`config.mk`:
```
export PLATFORM = sky130hd
export DESIGN_NAME = sps_status_holding
export DESIGN_NICKNAME = d
export VERILOG_FILES = /design/src/core/sps_pkg.sv /design/src/core/sps_status_holding.sv
export SDC_FILE = /design/constraint.sdc
export NUM_CORES = 1
export LEC_CHECK = 0
export BUFFER_PORTS_ARGS = -buffer_cell sky130_fd_sc_hd__buf_2
export CELL_PAD_IN_SITES_DETAIL_PLACEMENT = 1
export CELL_PAD_IN_SITES_GLOBAL_PLACEMENT = 1
export CORE_ASPECT_RATIO = 0.8
export CORE_MARGIN = 1
export CORE_UTILIZATION = 39
export DETAILED_ROUTE_END_ITERATION = 6
export PLACE_DENSITY_LB_ADDON = 0.1
export SYNTH_ARGS = -nofsm -noshare
export SYNTH_HDL_FRONTEND = slang
export SYNTH_SLANG_ARGS = --single-unit
export TNS_END_PERCENT = 1
```
`constraint.sdc`:
```
create_clock -name core_clk -period 2.3 [get_ports core_clk]
set_clock_uncertainty 0.2 [all_clocks]
set_input_delay 0.23 -clock core_clk [delete_from_list [all_inputs] [get_ports core_clk]]
set_output_delay 0.23 -clock core_clk [all_outputs]
set_load 0.02 [all_outputs]
```
`src/core/sps_pkg.sv`:
```
/*
  Constants of the status and holding block: offsets, bits, modes, widths.
  Assumes a 32-bit APB bus with byte addresses.
*/
package sps_pkg;
  // Register byte offsets
  localparam logic [7:0] SPS_OFS_CMD = 8'h00; // Command strobes, write only
  localparam logic [7:0] SPS_OFS_CFG = 8'h04; // Mode and enables, read/write
  localparam logic [7:0] SPS_OFS_STATUS = 8'h14; // channel_status, read only
  localparam logic [7:0] SPS_OFS_RX_HOLD = 8'h18; // receive_holding, read only
  localparam logic [7:0] SPS_OFS_TX_HOLD = 8'h1c; // transmit_holding, write only
  localparam logic [7:0] SPS_OFS_IDLE_TO = 8'h24; // Receiver idle timeout value
  localparam int SPS_ADDR_W = 8; // Decoded address width
  // Command register bits
  localparam int SPS_CMD_CLR_STATUS = 8; // clear_status_cmd
  localparam int SPS_CMD_BEGIN_BREAK = 9; // begin_break_cmd
  localparam int SPS_CMD_ARM_IDLE = 11; // arm_rx_idle_cmd
  localparam int SPS_CMD_CLR_NOT_ACK = 14; // clear_not_ack_cmd
  // Config register fields
  localparam int SPS_CFG_MODE_LSB = 0; // Mode field, 4 bits
  localparam int SPS_CFG_RX_EN = 4; // Receiver enable
  localparam int SPS_CFG_TX_EN = 5; // Transmitter enable
  localparam int SPS_MODE_W = 4;
  localparam logic [31:0] SPS_CFG_RESET = 32'h0000_0000;
  // Mode codes
  localparam logic [3:0] SPS_MODE_LIN_MASTER = 4'ha;
  localparam logic [3:0] SPS_MODE_LIN_SLAVE = 4'hb;
  localparam logic [3:0] SPS_MODE_SPI_SLAVE = 4'hf;
  // Status bit positions
  localparam int SPS_ST_LIN_BIT_ERR = 25; // Lowest of the LIN error flags
  localparam int SPS_ST_LIN_BAD_SYNC = 26;
  localparam int SPS_ST_MANCHESTER = 24;
  localparam int SPS_ST_CTS_LIN = 23;
  localparam int SPS_ST_CARRIER = 22;
  localparam int SPS_ST_SET_READY = 21;
  localparam int SPS_ST_RING = 20;
  localparam int SPS_ST_CHANGE_LSB = 16; // Change flags 19..16
  localparam int SPS_ST_LIN_DONE = 15;
  localparam int SPS_ST_LIN_IDENT = 14;
  localparam int SPS_ST_NOT_ACK = 13;
  localparam int SPS_ST_RX_DMA_FULL = 12;
  localparam int SPS_ST_REPEAT_SPI_UNDERRUN_FLAG = 10;
  localparam int SPS_ST_TX_ALL_CLEAR = 9;
  localparam int SPS_ST_RX_IDLE = 8;
  localparam int SPS_ST_PARITY = 7;
  localparam int SPS_ST_FRAME = 6;
  localparam int SPS_ST_OVERRUN = 5;
  localparam int SPS_ST_BREAK = 2;
  localparam int SPS_ST_TX_FREE = 1;
  localparam int SPS_ST_RX_WAITING = 0;
  // Holding register fields
  localparam int SPS_CHAR_W = 9; // Character bits 8..0
  localparam int SPS_HOLD_TAG = 15; // Command tag bit
  localparam int SPS_LIN_ERR_N = 6; // Flags at 31..27 and 25
  localparam int SPS_MODEM_N = 4; // CTS, DCD, DSR, RI
  localparam int SPS_IDLE_TO_W = 17;
  localparam logic [31:0] SPS_WORD_ZERO = 32'h0000_0000;
endpackage : sps_pkg

```
`src/core/sps_status_holding.sv`:
```
/*
  Status and holding registers of a multi-mode serial port, APB slave.
  Assumes shifters on core_clk pulse events for one cycle; modem and
  LIN line inputs are asynchronous.
*/
//
// Contract
// - LIN error flags sticky until status clear
// - Bad sync flag only as LIN slave
// - Manchester error sticky until status clear
// - Bit 23 shows CTS, or LIN line
// - Bits 22..20 mirror DCD, DSR, RI live
// - Modem change flags, cleared by status read
// - LIN transfer done flag, sticky
// - LIN identifier sent or received flag
// - Not-ack flag cleared only by own command
// - Bit 12 follows receive DMA full
// - Bit 10 underrun in SPI slave, else repeat
// - Transmitter fully empty and enabled flag
// - Idle timeout flag, zero when value zero
// - Parity, framing, overrun flags sticky
// - Break start or end flag, sticky
// - Holding free flag, enabled and no break
// - Receive ready flag, re-enable resume
// - Receive holding: character and command tag
// - Written character queued behind current one
`timescale 1ns/1ps
module sps_status_holding
  import sps_pkg::*;
(
  input wire logic core_clk,
  input wire logic sys_rst,
  // APB slave
  input wire logic psel,
  input wire logic penable,
  input wire logic pwrite,
  input wire logic [31:0] paddr,
  input wire logic [31:0] pwdata,
  output logic [31:0] prdata,
  output logic pready,
  output logic pslverr,
  // Asynchronous line inputs
  input wire logic cts_pin,
  input wire logic carrier_pin,
  input wire logic set_ready_pin,
  input wire logic ring_pin,
  input wire logic lin_line_pin,
  // Same-clock event pulses from the shifters, and the receive DMA full level
  input wire logic [sps_pkg::SPS_LIN_ERR_N-1:0] lin_err_evt,
  input wire logic lin_bad_sync_evt,
  input wire logic manchester_err_evt,
  input wire logic lin_done_evt,
  input wire logic lin_ident_evt,
  input wire logic not_ack_evt,
  input wire logic repeat_limit_evt,
  input wire logic spi_underrun_evt,
  input wire logic rx_idle_expired_evt,
  input wire logic parity_err_evt,
  input wire logic frame_err_evt,
  input wire logic overrun_evt,
  input wire logic break_evt,
  input wire logic rx_dma_full,
  // Receive shifter side
  input wire logic rx_char_valid,
  input wire logic [sps_pkg::SPS_CHAR_W-1:0] rx_char_data,
  input wire logic rx_char_cmd,
  input wire logic rx_busy,
  // Transmit shifter side
  input wire logic tx_shift_empty,
  input wire logic tx_take,
  input wire logic break_started,
  output logic tx_hold_valid,
  output logic [sps_pkg::SPS_CHAR_W-1:0] tx_hold_char,
  output logic tx_hold_cmd,
  output logic break_pending,
  // Configuration seen by the shifters
  output logic [sps_pkg::SPS_MODE_W-1:0] port_mode,
  output logic rx_enable,
  output logic tx_enable,
  output logic [sps_pkg::SPS_IDLE_TO_W-1:0] rx_idle_value,
  output logic rx_idle_arm
);
  import sps_pkg::*;

  // Bus decode
  logic [SPS_ADDR_W-1:0] addr; // Low address bits
  logic addr_hi_zero; // Upper address bits clear
  logic setup_rd; // Read setup cycle
  logic acc; // Access cycle
  logic wr_acc; // Completing write
  logic rd_acc; // Completing read
  logic hit_cmd, hit_cfg, hit_status, hit_rx, hit_tx, hit_to; // Register hits
  logic mapped; // Register of the right direction

  // Control state
  logic [31:0] cfg_q; // Mode and enables
  logic [SPS_IDLE_TO_W-1:0] idle_to_q; // Idle timeout value
  logic [31:0] prdata_q; // Read data, loaded in setup
  logic clr_status; // Status clear strobe
  logic clr_not_ack; // Not-ack clear strobe
  logic arm_idle; // Idle timeout arm strobe
  logic begin_brk; // Break request strobe
  logic lin_mode; // Either LIN mode

  // Sticky flags
  logic [SPS_LIN_ERR_N-1:0] lin_err_q; // LIN error flags
  logic lin_bad_sync_q, manchester_q, lin_done_q, lin_ident_q;
  logic not_ack_q, repeat_spi_underrun_flag_q, rx_idle_q;
  logic parity_q, frame_q, overrun_q, break_q;
  logic rx_waiting_q; // Character in receive holding
  logic rx_resume_q; // Disabled mid-character, report on re-enable
  logic rx_en_prev_q; // Receiver enable of last cycle

  // Modem lines
  logic [SPS_MODEM_N-1:0] modem_raw; // CTS, DCD, DSR, RI at the pins
  logic [SPS_MODEM_N-1:0] modem_s1_q; // First synchroniser stage
  logic [SPS_MODEM_N-1:0] modem_s2_q; // Safe level
  logic [SPS_MODEM_N-1:0] modem_prev_q; // Level of previous cycle
  logic [SPS_MODEM_N-1:0] modem_change_q; // Change flags
  logic lin_s1_q, lin_s2_q; // LIN line synchroniser

  // Receive and transmit holding
  logic [SPS_CHAR_W-1:0] rx_char_q; // Last received character
  logic rx_tag_q; // Last received tag
  logic tx_valid_q; // Transmit holding full
  logic [SPS_CHAR_W-1:0] tx_char_q; // Queued character
  logic tx_tag_q; // Queued tag
  logic break_pend_q; // Break request outstanding

  // Status image
  logic [31:0] status_word; // Assembled channel status
  logic tx_free; // Holding free flag value
  logic tx_all_clear; // Transmitter empty flag value

  assign addr = paddr[SPS_ADDR_W-1:0];
  assign addr_hi_zero = (paddr[31:SPS_ADDR_W] == '0);
  assign acc = psel & penable;
  assign setup_rd = psel & ~penable & ~pwrite;
  assign hit_cmd = addr_hi_zero & (addr == SPS_OFS_CMD);
  assign hit_cfg = addr_hi_zero & (addr == SPS_OFS_CFG);
  assign hit_status = addr_hi_zero & (addr == SPS_OFS_STATUS);
  assign hit_rx = addr_hi_zero & (addr == SPS_OFS_RX_HOLD);
  assign hit_tx = addr_hi_zero & (addr == SPS_OFS_TX_HOLD);
  assign hit_to = addr_hi_zero & (addr == SPS_OFS_IDLE_TO);
  // Read-only and write-only registers refuse the wrong direction
  assign mapped = pwrite ? (hit_cmd | hit_cfg | hit_tx | hit_to)
                         : (hit_cfg | hit_status | hit_rx | hit_to);
  assign wr_acc = acc & pwrite & mapped;
  assign rd_acc = acc & ~pwrite & mapped;

  // Zero wait states; error answer on unmapped access
  assign pready = 1'b1;
  assign pslverr = acc & ~mapped;
  assign prdata = prdata_q;

  // Command strobes act at the completing write edge
  assign clr_status = wr_acc & hit_cmd & pwdata[SPS_CMD_CLR_STATUS];
  assign clr_not_ack = wr_acc & hit_cmd & pwdata[SPS_CMD_CLR_NOT_ACK];
  assign arm_idle = wr_acc & hit_cmd & pwdata[SPS_CMD_ARM_IDLE];
  assign begin_brk = wr_acc & hit_cmd & pwdata[SPS_CMD_BEGIN_BREAK];

  assign port_mode = cfg_q[SPS_CFG_MODE_LSB +: SPS_MODE_W];
  assign rx_enable = cfg_q[SPS_CFG_RX_EN];
  assign tx_enable = cfg_q[SPS_CFG_TX_EN];
  assign rx_idle_value = idle_to_q;
  assign rx_idle_arm = arm_idle;
  assign lin_mode = (port_mode == SPS_MODE_LIN_MASTER) | (port_mode == SPS_MODE_LIN_SLAVE);

  // Configuration and timeout registers
  always_ff @(posedge core_clk) begin
    if (sys_rst) begin
      cfg_q <= SPS_CFG_RESET;
      idle_to_q <= '0;
    end else begin
      if (wr_acc && hit_cfg) begin
        cfg_q <= pwdata;
      end
      if (wr_acc && hit_to) begin
        idle_to_q <= pwdata[SPS_IDLE_TO_W-1:0];
      end
    end
  end

  // Read data is captured in the setup cycle so it comes from a flop
  always_ff @(posedge core_clk) begin
    if (sys_rst) begin
      prdata_q <= SPS_WORD_ZERO;
    end else if (setup_rd) begin
      if (hit_status) begin
        prdata_q <= status_word;
      end else if (hit_rx) begin
        prdata_q <= SPS_WORD_ZERO;
        prdata_q[SPS_CHAR_W-1:0] <= rx_char_q;
        prdata_q[SPS_HOLD_TAG] <= rx_tag_q;
      end else if (hit_cfg) begin
        prdata_q <= cfg_q;
      end else if (hit_to) begin
        prdata_q <= {{(32-SPS_IDLE_TO_W){1'b0}}, idle_to_q};
      end else begin
        // Unmapped or write-only reads return zero
        prdata_q <= SPS_WORD_ZERO;
      end
    end
  end

  // Two-flop synchronisers for asynchronous pins
  assign modem_raw = {cts_pin, carrier_pin, set_ready_pin, ring_pin};
  always_ff @(posedge core_clk) begin
    if (sys_rst) begin
      modem_s1_q <= '0;
      modem_s2_q <= '0;
      lin_s1_q <= 1'b0;
      lin_s2_q <= 1'b0;
    end else begin
      modem_s1_q <= modem_raw;
      modem_s2_q <= modem_s1_q;
      lin_s1_q <= lin_line_pin;
      lin_s2_q <= lin_s1_q;
    end
  end

  // Change flags; a read clears only what its snapshot reported, so a
  // change landing at the setup edge is not lost
  genvar gi;
  generate
    for (gi = 0; gi < SPS_MODEM_N; gi++) begin : g_modem
      always_ff @(posedge core_clk) begin
        if (sys_rst) begin
          modem_prev_q[gi] <= 1'b0;
          modem_change_q[gi] <= 1'b0;
        end else begin
          modem_prev_q[gi] <= modem_s2_q[gi];
          if (modem_s2_q[gi] != modem_prev_q[gi]) begin
            modem_change_q[gi] <= 1'b1;
          end else if (rd_acc && hit_status && prdata_q[SPS_ST_CHANGE_LSB + gi]) begin
            modem_change_q[gi] <= 1'b0;
          end
        end
      end
    end
  endgenerate

  // LIN error flags: set wins over the status clear
  always_ff @(posedge core_clk) begin
    if (sys_rst) begin
      lin_err_q <= '0;
      lin_bad_sync_q <= 1'b0;
      lin_done_q <= 1'b0;
      lin_ident_q <= 1'b0;
    end else begin
      lin_err_q <= (lin_err_q & ~{SPS_LIN_ERR_N{clr_status}}) | lin_err_evt;
      // Inconsistent sync only counts when acting as slave
      lin_bad_sync_q <= (lin_bad_sync_q & ~clr_status)
                      | (lin_bad_sync_evt & (port_mode == SPS_MODE_LIN_SLAVE));
      lin_done_q <= (lin_done_q & ~clr_status) | lin_done_evt;
      // Identifier event: received as slave, sent as master
      lin_ident_q <= (lin_ident_q & ~clr_status) | (lin_ident_evt & lin_mode);
    end
  end

  // Other protocol error and event flags
  always_ff @(posedge core_clk) begin
    if (sys_rst) begin
      manchester_q <= 1'b0;
      not_ack_q <= 1'b0;
      repeat_spi_underrun_flag_q <= 1'b0;
      parity_q <= 1'b0;
      frame_q <= 1'b0;
      overrun_q <= 1'b0;
      break_q <= 1'b0;
    end else begin
      manchester_q <= (manchester_q & ~clr_status) | manchester_err_evt;
      // Status clear deliberately leaves this flag alone
      not_ack_q <= (not_ack_q & ~clr_not_ack) | not_ack_evt;
      // One bit, two meanings chosen by mode
      repeat_spi_underrun_flag_q <= (repeat_spi_underrun_flag_q & ~clr_status)
                     | ((port_mode == SPS_MODE_SPI_SLAVE) ? spi_underrun_evt
                                                          : repeat_limit_evt);
      parity_q <= (parity_q & ~clr_status) | parity_err_evt;
      frame_q <= (frame_q & ~clr_status) | frame_err_evt;
      overrun_q <= (overrun_q & ~clr_status) | overrun_evt;
      break_q <= (break_q & ~clr_status) | break_evt;
    end
  end

  // Idle timeout flag: restarted by the arm command, blocked by a zero value
  always_ff @(posedge core_clk) begin
    if (sys_rst) begin
      rx_idle_q <= 1'b0;
    end else if (idle_to_q == '0) begin
      rx_idle_q <= 1'b0;
    end else if (rx_idle_expired_evt) begin
      rx_idle_q <= 1'b1;
    end else if (arm_idle) begin
      rx_idle_q <= 1'b0;
    end
  end

  // Receive holding and ready flag
  always_ff @(posedge core_clk) begin
    if (sys_rst) begin
      rx_char_q <= '0;
      rx_tag_q <= 1'b0;
      rx_waiting_q <= 1'b0;
      rx_resume_q <= 1'b0;
      rx_en_prev_q <= 1'b0;
    end else begin
      rx_en_prev_q <= rx_enable;
      if (rx_char_valid) begin
        rx_char_q <= rx_char_data;
        rx_tag_q <= rx_char_cmd;
      end
      // Disable mid-character is remembered until re-enable
      if (rx_en_prev_q && !rx_enable && rx_busy) begin
        rx_resume_q <= 1'b1;
      end else if (rx_enable && !rx_en_prev_q) begin
        rx_resume_q <= 1'b0;
      end
      // New character or resumption wins over the holding read
      if (rx_char_valid || (rx_enable && !rx_en_prev_q && rx_resume_q)) begin
        rx_waiting_q <= 1'b1;
      end else if (rd_acc && hit_rx) begin
        rx_waiting_q <= 1'b0;
      end
    end
  end

  // Transmit holding: one character waits behind the shifter
  always_ff @(posedge core_clk) begin
    if (sys_rst) begin
      tx_valid_q <= 1'b0;
      tx_char_q <= '0;
      tx_tag_q <= 1'b0;
    end else begin
      if (wr_acc && hit_tx) begin
        // A write over a full holding replaces the waiting character
        tx_valid_q <= 1'b1;
        tx_char_q <= pwdata[SPS_CHAR_W-1:0];
        tx_tag_q <= pwdata[SPS_HOLD_TAG];
      end else if (tx_take && tx_valid_q) begin
        tx_valid_q <= 1'b0;
      end
    end
  end

  // Break request waits until the shifter starts it
  always_ff @(posedge core_clk) begin
    if (sys_rst) begin
      break_pend_q <= 1'b0;
    end else if (begin_brk) begin
      break_pend_q <= 1'b1;
    end else if (break_started) begin
      break_pend_q <= 1'b0;
    end
  end

  assign tx_hold_valid = tx_valid_q;
  assign tx_hold_char = tx_char_q;
  assign tx_hold_cmd = tx_tag_q;
  assign break_pending = break_pend_q;

  // Live flags; a disabled transmitter forces both low
  assign tx_free = tx_enable & ~tx_valid_q & ~break_pend_q;
  assign tx_all_clear = tx_enable & ~tx_valid_q & tx_shift_empty;

  // Channel status image; unused bits read zero
  always_comb begin
    status_word = SPS_WORD_ZERO;
    status_word[31:27] = lin_err_q[SPS_LIN_ERR_N-1:1];
    status_word[SPS_ST_LIN_BIT_ERR] = lin_err_q[0];
    status_word[SPS_ST_LIN_BAD_SYNC] = lin_bad_sync_q;
    status_word[SPS_ST_MANCHESTER] = manchester_q;
    status_word[SPS_ST_CTS_LIN] = lin_mode ? lin_s2_q : modem_s2_q[3];
    status_word[SPS_ST_CARRIER] = modem_s2_q[2];
    status_word[SPS_ST_SET_READY] = modem_s2_q[1];
    status_word[SPS_ST_RING] = modem_s2_q[0];
    status_word[SPS_ST_CHANGE_LSB +: SPS_MODEM_N] = modem_change_q;
    status_word[SPS_ST_LIN_DONE] = lin_done_q;
    status_word[SPS_ST_LIN_IDENT] = lin_ident_q;
    status_word[SPS_ST_NOT_ACK] = not_ack_q;
    status_word[SPS_ST_RX_DMA_FULL] = rx_dma_full;
    status_word[SPS_ST_REPEAT_SPI_UNDERRUN_FLAG] = repeat_spi_underrun_flag_q;
    status_word[SPS_ST_TX_ALL_CLEAR] = tx_all_clear;
    status_word[SPS_ST_RX_IDLE] = rx_idle_q;
    status_word[SPS_ST_PARITY] = parity_q;
    status_word[SPS_ST_FRAME] = frame_q;
    status_word[SPS_ST_OVERRUN] = overrun_q;
    status_word[SPS_ST_BREAK] = break_q;
    status_word[SPS_ST_TX_FREE] = tx_free;
    // Ready reads low while the receiver is off
    status_word[SPS_ST_RX_WAITING] = rx_waiting_q & rx_enable;
  end
endmodule : sps_status_holding

```
==> impl_summary.md, run 1 <==
Worst setup path
The critical path goes through buf_2 > or4_1 > nor4_4 > and4_1 > buf_2. The buffer and inverter count on the worst path is 2. The slowest stage cell on the critical path is or4_1. In this design, the stage delay of the slowest critical-path cell is 0.62 ns. The category of the worst setup path launch point is an input port.

Of all nets on the critical path, the largest fanout is 2. The arrival time at the worst endpoint is 1.79 ns. Grouping stages by cell kind, the critical path spends the most delay in simple AND/OR/NAND/NOR gates. The endpoint class of the critical path is an output pin. The critical path is of the input port to output pin type.

Counting stages on the worst path, the most repeated cell is buf_2. STA puts the critical path data required time at 1.87 ns.

Global routing
The total grt overflow is 0. The largest net degree at the start of global routing is 77. The number of antenna violations at the first check in global routing came to 1. The total routing resource utilization after global routing is 30.2%. The first-pass GRT wire length is about 37,000 um. The number of global-route vias before repair came to roughly 6.8k.

Synthesis
The share of synthesized registers carrying an async set or reset is 0%. Counting flops with a built-in enable in the synthesized netlist gives 0. The commonest cells after synthesis are dfxtp_1, nor2_1, nand2b_1. The Yosys step of the flow raised 0 warnings. In this run the mean area of a mapped cell was 9.14 um^2. Yosys instantiated no cell more often than dfxtp_1. Summed over its instances, the top area cell type makes up 44.8% of the synthesized netlist area. The cell count after synthesis is 689. Summed over all instances, the cell type with the most area after synthesis is dfxtp_1.

For this run, the leading register cell type out of synthesis is dfxtp_1. The net count after synthesis is roughly 800. The flip-flop and latch count after synthesis is 141.

After synthesis the cells add up to 0.00629 mm^2. In the post-synthesis netlist, the biggest area contributors are dfxtp_1, mux2i_1, nand2b_1. The part of the Yosys area used for sequential elements is between 40% and 50%. After synthesis, the netlist uses 56 different library cells.

Floorplan
Once the floorplan was initialized, standard cells occupied approximately 40% of the core. After floorplanning, the core was divided into 41 placement rows. The core region is 0.0157 mm^2. The boundary pin count is 178. The area of the die is 0.0167 mm^2. The overall die height is 116 um. The floorplan die width is 144 um.

Route
The ratio of routed vias to standard cells is 5.57. After detailed routing, the number of remaining DRC violations is 0. The detailed router finished its first iteration with 475 violations. The detailed-routing iteration count for the pre-antenna-repair pass is 5. The routed layout has 6,540 vias. The average wire length per cell after detail routing is 20.6 um. The number of nets still failing antenna checks after routing is 0. For this block, the routed nets add up to 24,300 um of wire.

Timing
The number of hold violations in the final report is 0. Setup violations remaining at the end of the flow were counted as 0. Across all hold checks on the routed design, the worst slack comes to 0.0845 ns. Adding up every negative setup slack in the final design gives 0 ns. In this run the tightest slew margin relative to its limit is 54.0%.

Subtracting the final worst setup slack from the clock period gives roughly 2.2 ns. The actual transition at the worst max-transition pin is slightly below 0.7 ns. Setup repair after global routing left no endpoint under its margin.

The count of final max-slew check failures was 0. The fraction of the cycle the final worst path needs is a little over nine tenths. Derived from the worst setup path, the maximum achievable clock frequency is ~0.45 GHz.

Final layout
The final-stage net count is 1,055. The number of inserted diodes is 0. After the flow finishes, the layout carries non-filler instances totaling 1,175. The sequential cells in the finished layout cover a total of 0.00282 mm^2.

In the final layout, the multi-input gates occupy approximately 0.0032 mm^2. The filler cells instantiated in the layout total approximately 1.8k. The ratio of cells with drive above 1 in the final layout is roughly 30%.

The area added between synthesis and finish is 43.1%.

Clock tree
The root buffer selected by CTS is clkbuf_16. At the later pin of the worst-skew pair, clock insertion delay measures 0.44 ns. The maximum buffer depth of the clock tree is 2. CTS built an H-tree with a depth of 4. The number of clock sinks seen by CTS is roughly 140. TritonCTS built the clock tree. Clock-pin slew was measured on the worst setup and hold paths at roughly 0.06 ns. Clock tree synthesis inserted a total of 17 buffers.

Hold path
The min-delay analysis places its worst path in the category input port to flop.

Power
The analysis attributes to cell leakage a power of about 3.8 nW. For this design the ratio of total power to cell area is 673 mW/mm^2. Across the VDD grid, the largest voltage drop is 578 uV. Overall power consumption after layout is estimated at 6.06 mW.

Flow run
Across the run, the number of max-cap violations was 0.

Placement
The total instance count after detailed placement is 1,071. The weighted congestion at the end of routability-driven global placement is 0.868. In this run the tool buffered the top-level ports with 176 buffer cells. Once detailed placement completed, the half-perimeter wirelength came to approximately 17,000 um.

Run status
The flow ran to the end, and the final reports show no timing, DRC or antenna violations.
[cells in the final DEF (no fill, tap or decap), types with 4 or more instances in the layout]
| master | n |
|---|---|
| a311oi_1 | 5 |
| nor3_1 | 16 |
| inv_1 | 9 |
| nor2b_1 | 17 |
| clkbuf_16 | 17 |
| a211oi_1 | 17 |
| o21bai_1 | 6 |
| buf_2 | 175 |
| a31oi_1 | 8 |
| a21oi_1 | 38 |
| mux2i_1 | 45 |
| nand2b_1 | 49 |
| a221oi_1 | 14 |
| or4_1 | 5 |
| buf_12 | 4 |
| a222oi_1 | 5 |
| xor2_1 | 4 |
| nand4_1 | 35 |
| o221ai_1 | 4 |
| o21ai_0 | 13 |
| nor2_1 | 67 |
| dlygate4sd3_1 | 71 |
| clkinvlp_4 | 4 |
| nor4_1 | 17 |
| buf_4 | 51 |
| mux2_2 | 6 |
| dfxtp_1 | 141 |
| nand2_1 | 20 |
| nor3_2 | 4 |
| o31ai_1 | 29 |
| nand3_1 | 8 |
| bufinv_16 | 5 |
[through the flow]
step	util [%]	area [um^2]	setup WS, ns
floorplan	-	6290	0.114
global placement	48.5	7640	0.00309
detailed placement	48.5	7640	-0.0826
CTS	57.1	8990	0.0283
global route	57.2	9010	0.0436
finish	57.2	9010	0.0814
[kinds of logic after synthesis]
group / count (synthesis) / synth area share, %
buffers and inverters: 71 / 5.09
DFF: 141 / 44.8
and+or+nand+nor: 268 / 24.2
xor gates and xnor gates: 5 / 0.696
other: 1 / 0.0596
muxes: 51 / 8.23
AOI/OAI and AO/OA: 152 / 16.8
[worst reg2reg max path: cells and delay by family, from the launching register on]
kind	cells	cell delay, ns
AND/OR/NAND/NOR	1	0.31
flip-flops	1	0.47
AO/OA/AOI/OAI	2	0.31
multiplexers	1	0.38
[layout make-up]
| cell class | instances | share of cell area [%] |
|---|---|---|
| Inverter | 9 | 0.375 |
| Clock inverter | 14 | 2.40 |
| Sequential cell | 141 | 31.3 |
| Tap cell | 215 | 2.99 |
| Multi-Input combinational cell | 477 | 35.4 |
| Timing Repair Buffer | 301 | 22.8 |
| Clock buffer | 18 | 4.77 |
[registers in the layout, summed over array words and instances (netlist names), 4 cells and up]
register / flops
modem_s1_q: 4
modem_change_q: 4
modem_prev_q: 4
rx_idle_value: 17
modem_s2_q: 4
tx_hold_char: 9
rx_char_q: 9
lin_err_q: 6
prdata: 32
cfg_q: 32
[final timing paths]
path / start / slack [ns] / cells past startpoint / endpoint
worst max-delay path: paddr[14] / 0.08 / 5 / rx_idle_arm
worst min-delay path: rx_char_valid / 0.08 / 3 / rx_char_q[4]
worst max register to register: cfg_q[2] / 0.51 / 4 / prdata[23]
worst min register to register: modem_s1_q[1] / 0.24 / 1 / modem_s2_q[1]
[layer usage]
layer  wire [um]  vias to the layer above  track usage (%)  part of all wire, %
met2       11500                      235             49.5                   47
met3        1410                       33             7.27                  5.8
li1            -                     3069                -                    -
met5           0                        -                0                    0
met4         435                        0             10.9                  1.8
met1       10900                     3203             38.6                   45
[repair_timing]
action,in CTS,in global routing
hold buffers,71,0
hold endpoints to repair,96,0
resized for setup,0,1
endpoints found under the setup margin,0,2
setup buffers,0,1
[where the power goes]
| group | internal [mW] | switching, mW | leakage, nW |
|---|---|---|---|
| Combinational | 0.257 | 0.249 | 2.35 |
| Sequential | 2.49 | 0.0324 | 1.15 |
| Clock | 1.92 | 1.10 | 0.303 |
| Total | 4.68 | 1.38 | 3.80 |
Power figures use the tool's default switching activity.
==> inputs of run 2 (changes only) <==
Settings changed: BUFFER_PORTS_ARGS -buffer_cell sky130_fd_sc_hd__buf_2 to unset, CORE_UTILIZATION 39 to 47, DONT_BUFFER_PORTS set to 1.
==> impl_summary.md, run 2 (synthesis gave the netlist of run 1 again) <==
Run status
The run finished, with violations left. The final reports fail on hold timing.

Worst setup path
The worst-case register-to-register setup slack is 0.37 ns (-0.14 ns). The critical path class is input port to flop. The most numerous cell type found on the critical path is dlygate4sd3_1. The arrival time at the worst endpoint is 2.38 ns (+0.59 ns).

The buffer and inverter count on the worst path is 3 (+1). The highest net fanout along the worst path was 21 (+19). Traced cell by cell, the critical path runs through dlygate4sd3_1 > nor2_2 > nand4_1 > buf_4 > o31ai_1 > a21oi_1 > dlygate4sd3_1. The dominant delay contributor by cell family on the critical path is buffers and inverters. The required time of the critical path came to 2.41 ns (+0.54 ns).

The maximum cell stage delay along the critical path is 0.57 ns (-0.05 ns). The worst setup path is captured at a flop. The worst flop-to-flop path startpoint is cfg_q[1]. The logic depth of the worst register-to-register path is 4 (unchanged). The end of the worst register-to-register path is prdata[23]. The largest individual stage delay along the critical path comes from the cell dlygate4sd3_1. The worst setup path is launched from an input port.

Clock tree
The root buffer selected by CTS is clkbuf_16. The number of buffers created by CTS is 17 (unchanged). The clock tree from TritonCTS is built. The clock insertion delay at the later pin of the skew report was 0.43 ns (about the same). The maximum buffer depth of the clock tree came to 2 (unchanged). The clock transition at the registers of the reported paths is 0.06 ns (about the same). The H-tree depth reported by CTS is 4 (unchanged). The number of clock sinks seen by CTS is 141 (unchanged).

Final layout
The sequential cell area was 0.00282 mm^2 (unchanged). The area added between synthesis and finish is 29.4%. The count of filler cells inserted in the layout is 1,449 (-21%).

The final-stage net count is 884 (-16%). Leaving out fill and tap cells, the most frequent cell in the layout is dfxtp_1. The total area of multi-input combinational cells is 0.00319 mm^2 (about the same).

Leaving out fill and tap cells, the most frequent cells in the layout are dfxtp_1, dlygate4sd3_1, nor2_1. The ratio of cells with drive above 1 in the final layout was 12.2% (-18 points). The number of inserted diodes is 0 (unchanged). The utilization after layout is 62.8% (+5.7 points).

Global routing
The first-pass GRT wire length is 36,200 um (-2.7%). The number of global-route vias before repair is 6,412 (-6.1%). The total routing resource utilization after global routing is 34.2% (+4.1 points). The total grt overflow is 0 (unchanged).

The number of antenna violations at the first check in global routing was 0 (-1). The largest net degree at the start of global routing was 118 (+53%).

Timing
The actual transition at the worst max-transition pin is 1.11 ns (+0.420 ns). The count of final max-slew check failures was 0 (unchanged). The highest attainable clock frequency is 0.441 GHz (-2.1%).

The minimum hold slack was -0.0221 ns (-0.107 ns). The number of hold violations in the final report was 2 (+2). Setup repair after global routing left no endpoint under its margin.

The total of endpoints with negative setup slack in the final report was 0 (unchanged). The fraction of the cycle the final worst path needs is 98.5% (+2.1 points). The shortest clock period the worst path allows after layout is 2.27 ns (+0.0475 ns).

The post-route setup TNS is 0 ns (unchanged). The worst max-slew margin expressed relative to the limit is 26.0% (-28 points).

Route
The final wirelength is 23,200 um (-4.5%). The ratio of routed vias to standard cells is 6.29 (+13%). The detailed route wirelength on metal3 came to 1790 um (+27%). The remaining routing DRC violations is 0 (unchanged). The detailed-routing iteration count for the pre-antenna-repair pass is 5 (unchanged). The met2 wire length was 11,100 um (-3.7%). The detailed router used layers up to and including met4.

The total routed wire length on the met1 layer is 9820 um (-9.9%). The average wire length per cell after detail routing was 24.0 um (+16%). The number of nets still failing antenna checks after routing came to 0 (unchanged). The via count of the routed design was 6,067 (-7.2%). The number of DRC violations after detailed-routing iteration 0 is 429 (-9.7%).

Power
The clock power share came to 50.7% (+0.8 points). The ratio of total power to cell area is 727 mW/mm^2 (+8.0%). The leakage power summed over all cells is 3.03 nW (-20%). The switching share of power came to 21.8% (-1.0 points). The total internal power came to 4.63 mW (-1.0%). The sequential power share is 42.8% (+1.1 points). The fraction of power consumed by combinational cells came to 6.5% (-1.9 points).

The net switching power figure was 1.29 mW (-6.7%). The maximum ir drop on the vdd rail is 640 uV (+11%).

Hold path
The worst hold path terminates at rx_char_q[6]. The launch point of the worst hold path is sys_rst. The number of instances on the worst hold path is 2 (-1). The tightest min-delay check is of the input port to flop type.

Floorplan
The floorplan die width is 131 um (-8.8%). The cell row count is 37 (-9.8%). The area of the die is 0.0139 mm^2 (-17%). The boundary pin count is 178 (unchanged).

The area of the placeable core is 0.0130 mm^2 (-18%). The starting density of the core is 48.6% (+8.6 points). The overall die height is 106 um (-8.8%).

Placement
The number of port buffers is 0 (-100%). The weighted congestion at the end of routability-driven global placement is 0.839 (-3.3%). The half-perimeter wire length after placement came to 14,900 um (-11%).

Flow run
The total of max-cap violations came to 0 (unchanged).
run 2: changes by cell type in the layout (fill, tap and decap cells not counted), sizes merged:
| cell | previous run | this run |
|---|---|---|
| clkbuf | 18 | 23 |
| bufinv | 5 | 4 |
| buf | 230 | 41 |
| clkinvlp | 4 | 0 |
| dlygate4sd3 | 71 | 89 |
| inv | 11 | 10 |
| clkinv | 3 | 4 |
run 2: metrics by stage:
step | setup WS [ns] | cells | total power [mW] | cell area [um^2]
2_1_floorplan | 0.114 | 689 | 2.78 | 6290
3_3_place_gp | 0.112 | 841 | 2.78 | 6570
3_5_place_dp | 0.00810 | 841 | 2.79 | 6570
4_1_cts | 0.0146 | 963 | 5.94 | 8130
5_1_grt | 0.00852 | 964 | 6.08 | 8150
6_report | 0.0340 | 964 | 5.92 | 8150
run 2: per-layer routing:
metal	GRT usage (%)	up-vias
li1	-	2732
met1	42.9	3029
met2	56.8	267
met3	9.14	39
met4	12.1	0
met5	0	-
run 2: how the worst max path moves through the flow:
| stage | endpoint | cells past startpoint | from |
|---|---|---|---|
| floorplan | rx_idle_value[10] | 7 | paddr[3] |
| global route | cfg_q[18] | 7 | paddr[7] |
| global placement | prdata[4] | 4 | paddr[23] |
| CTS | cfg_q[18] | 7 | paddr[7] |
| finish | cfg_q[18] | 7 | paddr[7] |
| detailed placement | lin_ident_q | 6 | paddr[23] |
run 2: cell type report:
type,count,share of cell area (%)
Clock buffer,23,5.99
Timing Repair Buffer,130,15.2
Sequential cell,141,34.7
Inverter,9,0.415
Clock inverter,9,1.92
Tap cell,175,2.69
Multi-Input combinational cell,477,39.1
run 2: worst register-to-register path: cells and delay by family (launching register included):
family,cells,cell delay [ns]
and+or+nand+nor,1,0.32
DFF,1,0.55
AOI/OAI and AO/OA,2,0.35
muxes,1,0.39
run 2: what timing repair did:
action,in CTS,in global routing
setup endpoints to repair,0,6
hold buffers,90,0
setup buffers,0,1
endpoints found under the hold margin,122,0
resized for setup,0,3
run 2: power by group through the flow:
stage                     Sequential [mW]  Clock (mW)  Combinational, mW
after detailed placement             2.59           0              0.206
after global placement               2.59           0              0.197
after CTS                            2.53        3.03              0.373
after global routing                 2.54        3.13              0.414
after floorplan                      2.58           0              0.202
final                                2.54        3.00              0.385
==> inputs of run 3 (changes only) <==
Settings changed: CORE_MARGIN 1 to unset.
Clock period 2.3 ns to 2.2 ns, I/O delays scaled along.
==> impl_summary.md, run 3 (synthesis gave the netlist of run 1 again) <==
Run status
The run finished with clean final reports.

Final layout
The count of filler cells inserted in the layout is 1,424 (-1.7%). The number of inserted diodes came to 0 (unchanged). The total area of multi-input combinational cells came to 0.00319 mm^2 (+0.12%). The final instance count without filler cells came to 973 (+0.93%). The ratio of cells with drive above 1 in the final layout is 11.9% (-0.26 points).

The sequential cell area is 0.00282 mm^2 (unchanged). The final-stage net count came to 893 (+1.0%). The area added between synthesis and finish is 30.5%.

The top cell types in the final layout, fill and taps aside, are dfxtp_1, dlygate4sd3_1, nor2_1. The library cell used most frequently in the layout, excluding fill and tap cells, is dfxtp_1. The post-route standard cell area excluding fillers is 0.00822 mm^2 (+0.88%).

Timing
The count of final max-slew check failures is 0 (unchanged). Setup repair after global routing left no endpoint under its margin. Static timing analysis puts the maximum clock frequency at approximately 0.47 GHz.

The total of endpoints with negative setup slack in the final report was 0 (unchanged). The actual transition at the worst max-transition pin is 1.14 ns (+0.0309 ns). The number of hold violations in the final report is 0 (-2). The worst max-slew margin expressed relative to the limit is 24.0% (-2.1 points). The worst path uses 97.3% of the clock period. After layout, the minimum clock period comes to 2.14 ns.

Power
The ratio of total power to cell area is 742 mW/mm^2 (+2.1%). The leakage power summed over all cells came to 3.06 nW (+0.96%). The maximum ir drop on the vdd rail is 591 uV (-7.7%).

Global routing
The total routing resource utilization after global routing is 36.3% (+2.1 points). The largest net degree at the start of global routing is 113 (-4.2%). The total grt overflow is 0 (unchanged).

The number of antenna violations at the first check in global routing is 1 (+1). The number of global-route vias before repair is 6,689 (+4.3%). The first-pass GRT wire length is 38,100 um (+5.1%).

Worst setup path
The buffer and inverter count on the worst path was 3 (unchanged). In this design, the critical path's most frequently occurring cell is dlygate4sd3_1. The required time of the critical path is 2.34 ns (-0.07 ns). Walking the worst path, the cells encountered are dlygate4sd3_1 > or3b_2 > buf_4 > dlygate4sd3_1 > a211oi_2.

The dominant delay contributor by cell family on the critical path is buffers and inverters. The maximum cell stage delay along the critical path was 0.61 ns (+0.04 ns). The critical path class is input port to flop. The logic depth of the worst register-to-register path was 4 (unchanged). The total number of cells along the worst setup path is 5 (-2). The category of the worst setup path launch point is an input port. The arrival time at the worst endpoint was 2.28 ns (-0.10 ns). The highest net fanout along the worst path was 5 (-76%). For this design, the slowest cell found on the critical path is dlygate4sd3_1.

STA classifies the critical path endpoint as a flop.

Floorplan
The area of the placeable core is 0.0130 mm^2 (unchanged). The area of the die was 0.0139 mm^2 (unchanged). The starting density of the core came to 48.6% (unchanged). The cell row count is 37 (unchanged). The overall die height is 106 um (unchanged). The boundary pin count is 178 (unchanged). The floorplan die width was 131 um (unchanged).

Route
The detailed-routing iteration count for the pre-antenna-repair pass is 6 (+1). The ratio of routed vias to standard cells is 6.39 (+1.5%). The number of DRC violations after detailed-routing iteration 0 is 525 (+22%). The via count of the routed design is 6,215 (+2.4%). The number of nets still failing antenna checks after routing is 0 (unchanged).

The final wirelength is 24,600 um (+6.3%). The remaining routing DRC violations is 0 (unchanged). The average wire length per cell after detail routing is 25.3 um (+5.3%).

Clock tree
The number of clock sinks seen by CTS is 141 (unchanged). The clock transition at the registers of the reported paths is 0.06 ns (about the same). The H-tree depth reported by CTS is 4 (unchanged). TritonCTS built the clock tree. The number of buffers created by CTS came to 17 (unchanged). The maximum buffer depth of the clock tree is 2 (unchanged). The clock insertion delay at the later pin of the skew report was 0.43 ns (about the same). The root buffer selected by CTS is clkbuf_16.

The number of buffers added for setup after CTS is 0 (unchanged).

Hold path
The number of instances on the worst hold path was 4 (+2). The tightest min-delay check is of the input port to flop type.

Placement
The weighted congestion at the end of routability-driven global placement is 0.827 (-1.4%). The half-perimeter wire length after placement is 15,100 um (+1.8%). The total cell area at the placement stage is 0.00659 mm^2 (+0.42%).

The total instance count after detailed placement was 843 (+0.24%). The number of port buffers is 0 (unchanged).

Flow run
The total of max-cap violations is 0 (unchanged).
run 3: final timing paths:
kind | start | to | slack, ns
setup / recovery | penable | prdata[18] | 0.06
setup reg to reg | rx_idle_value[2] | prdata[2] | 0.24
hold reg to reg | modem_s1_q[1] | modem_s2_q[1] | 0.25
hold / removal | paddr[4] | prdata[11] | 0.01
run 3: layout make-up:
class                   count  share of cell area [%]
flip-flops and latches    141                    34.4
clock buffers              27                    6.24
well taps                 175                    2.66
repair buffers            139                    16.2
inverters                   9                   0.411
multi-input cells         477                    38.8
clock inverters             5                    1.25
run 3: report_power, final:
part	internal (mW)	total, mW	switching, mW
clock network	1.93	3.03	1.09
logic	0.217	0.418	0.201
registers	2.61	2.65	0.0451
total	4.76	6.10	1.34
run 3: worst register-to-register path, delay by kind of cell (launching register included):
family	cells	cell delay [ns]
AOI/OAI and AO/OA	3	0.97
DFF	1	0.55
and+or+nand+nor	1	0.16
run 3: stage by stage:
step | power (mW) | TNS [ns] | util (%) | hold WS (ns) | worst slack [ns]
2_1_floorplan | 2.90 | 0 | - | 0.129 | 0.0241
3_3_place_gp | 2.91 | -0.319 | 50.9 | 0.0998 | -0.0465
3_5_place_dp | 2.92 | -1.12 | 50.9 | 0.100 | -0.114
4_1_cts | 6.09 | 0 | 63.4 | 0.00192 | 0.0366
5_1_grt | 6.27 | 0 | 63.4 | 0.0125 | 0.0132
6_report | 6.10 | 0 | 63.4 | 0.0120 | 0.0597
run 3: metal layers:
| metal | up-vias | wire length [um] | GRT usage, % |
|---|---|---|---|
| met4 | 2 | 645 | 15.7 |
| li1 | 2749 | - | - |
| met5 | - | 9 | 0 |
| met1 | 3107 | 9920 | 43.1 |
| met2 | 305 | 11900 | 60.7 |
| met3 | 52 | 2160 | 11.4 |
run 3: timing repair:
| action | in CTS | in global routing |
|---|---|---|
| endpoints found under the hold margin | 121 | 0 |
| setup endpoints to repair | 0 | 4 |
| resized for setup | 0 | 3 |
| hold buffers | 99 | 0 |
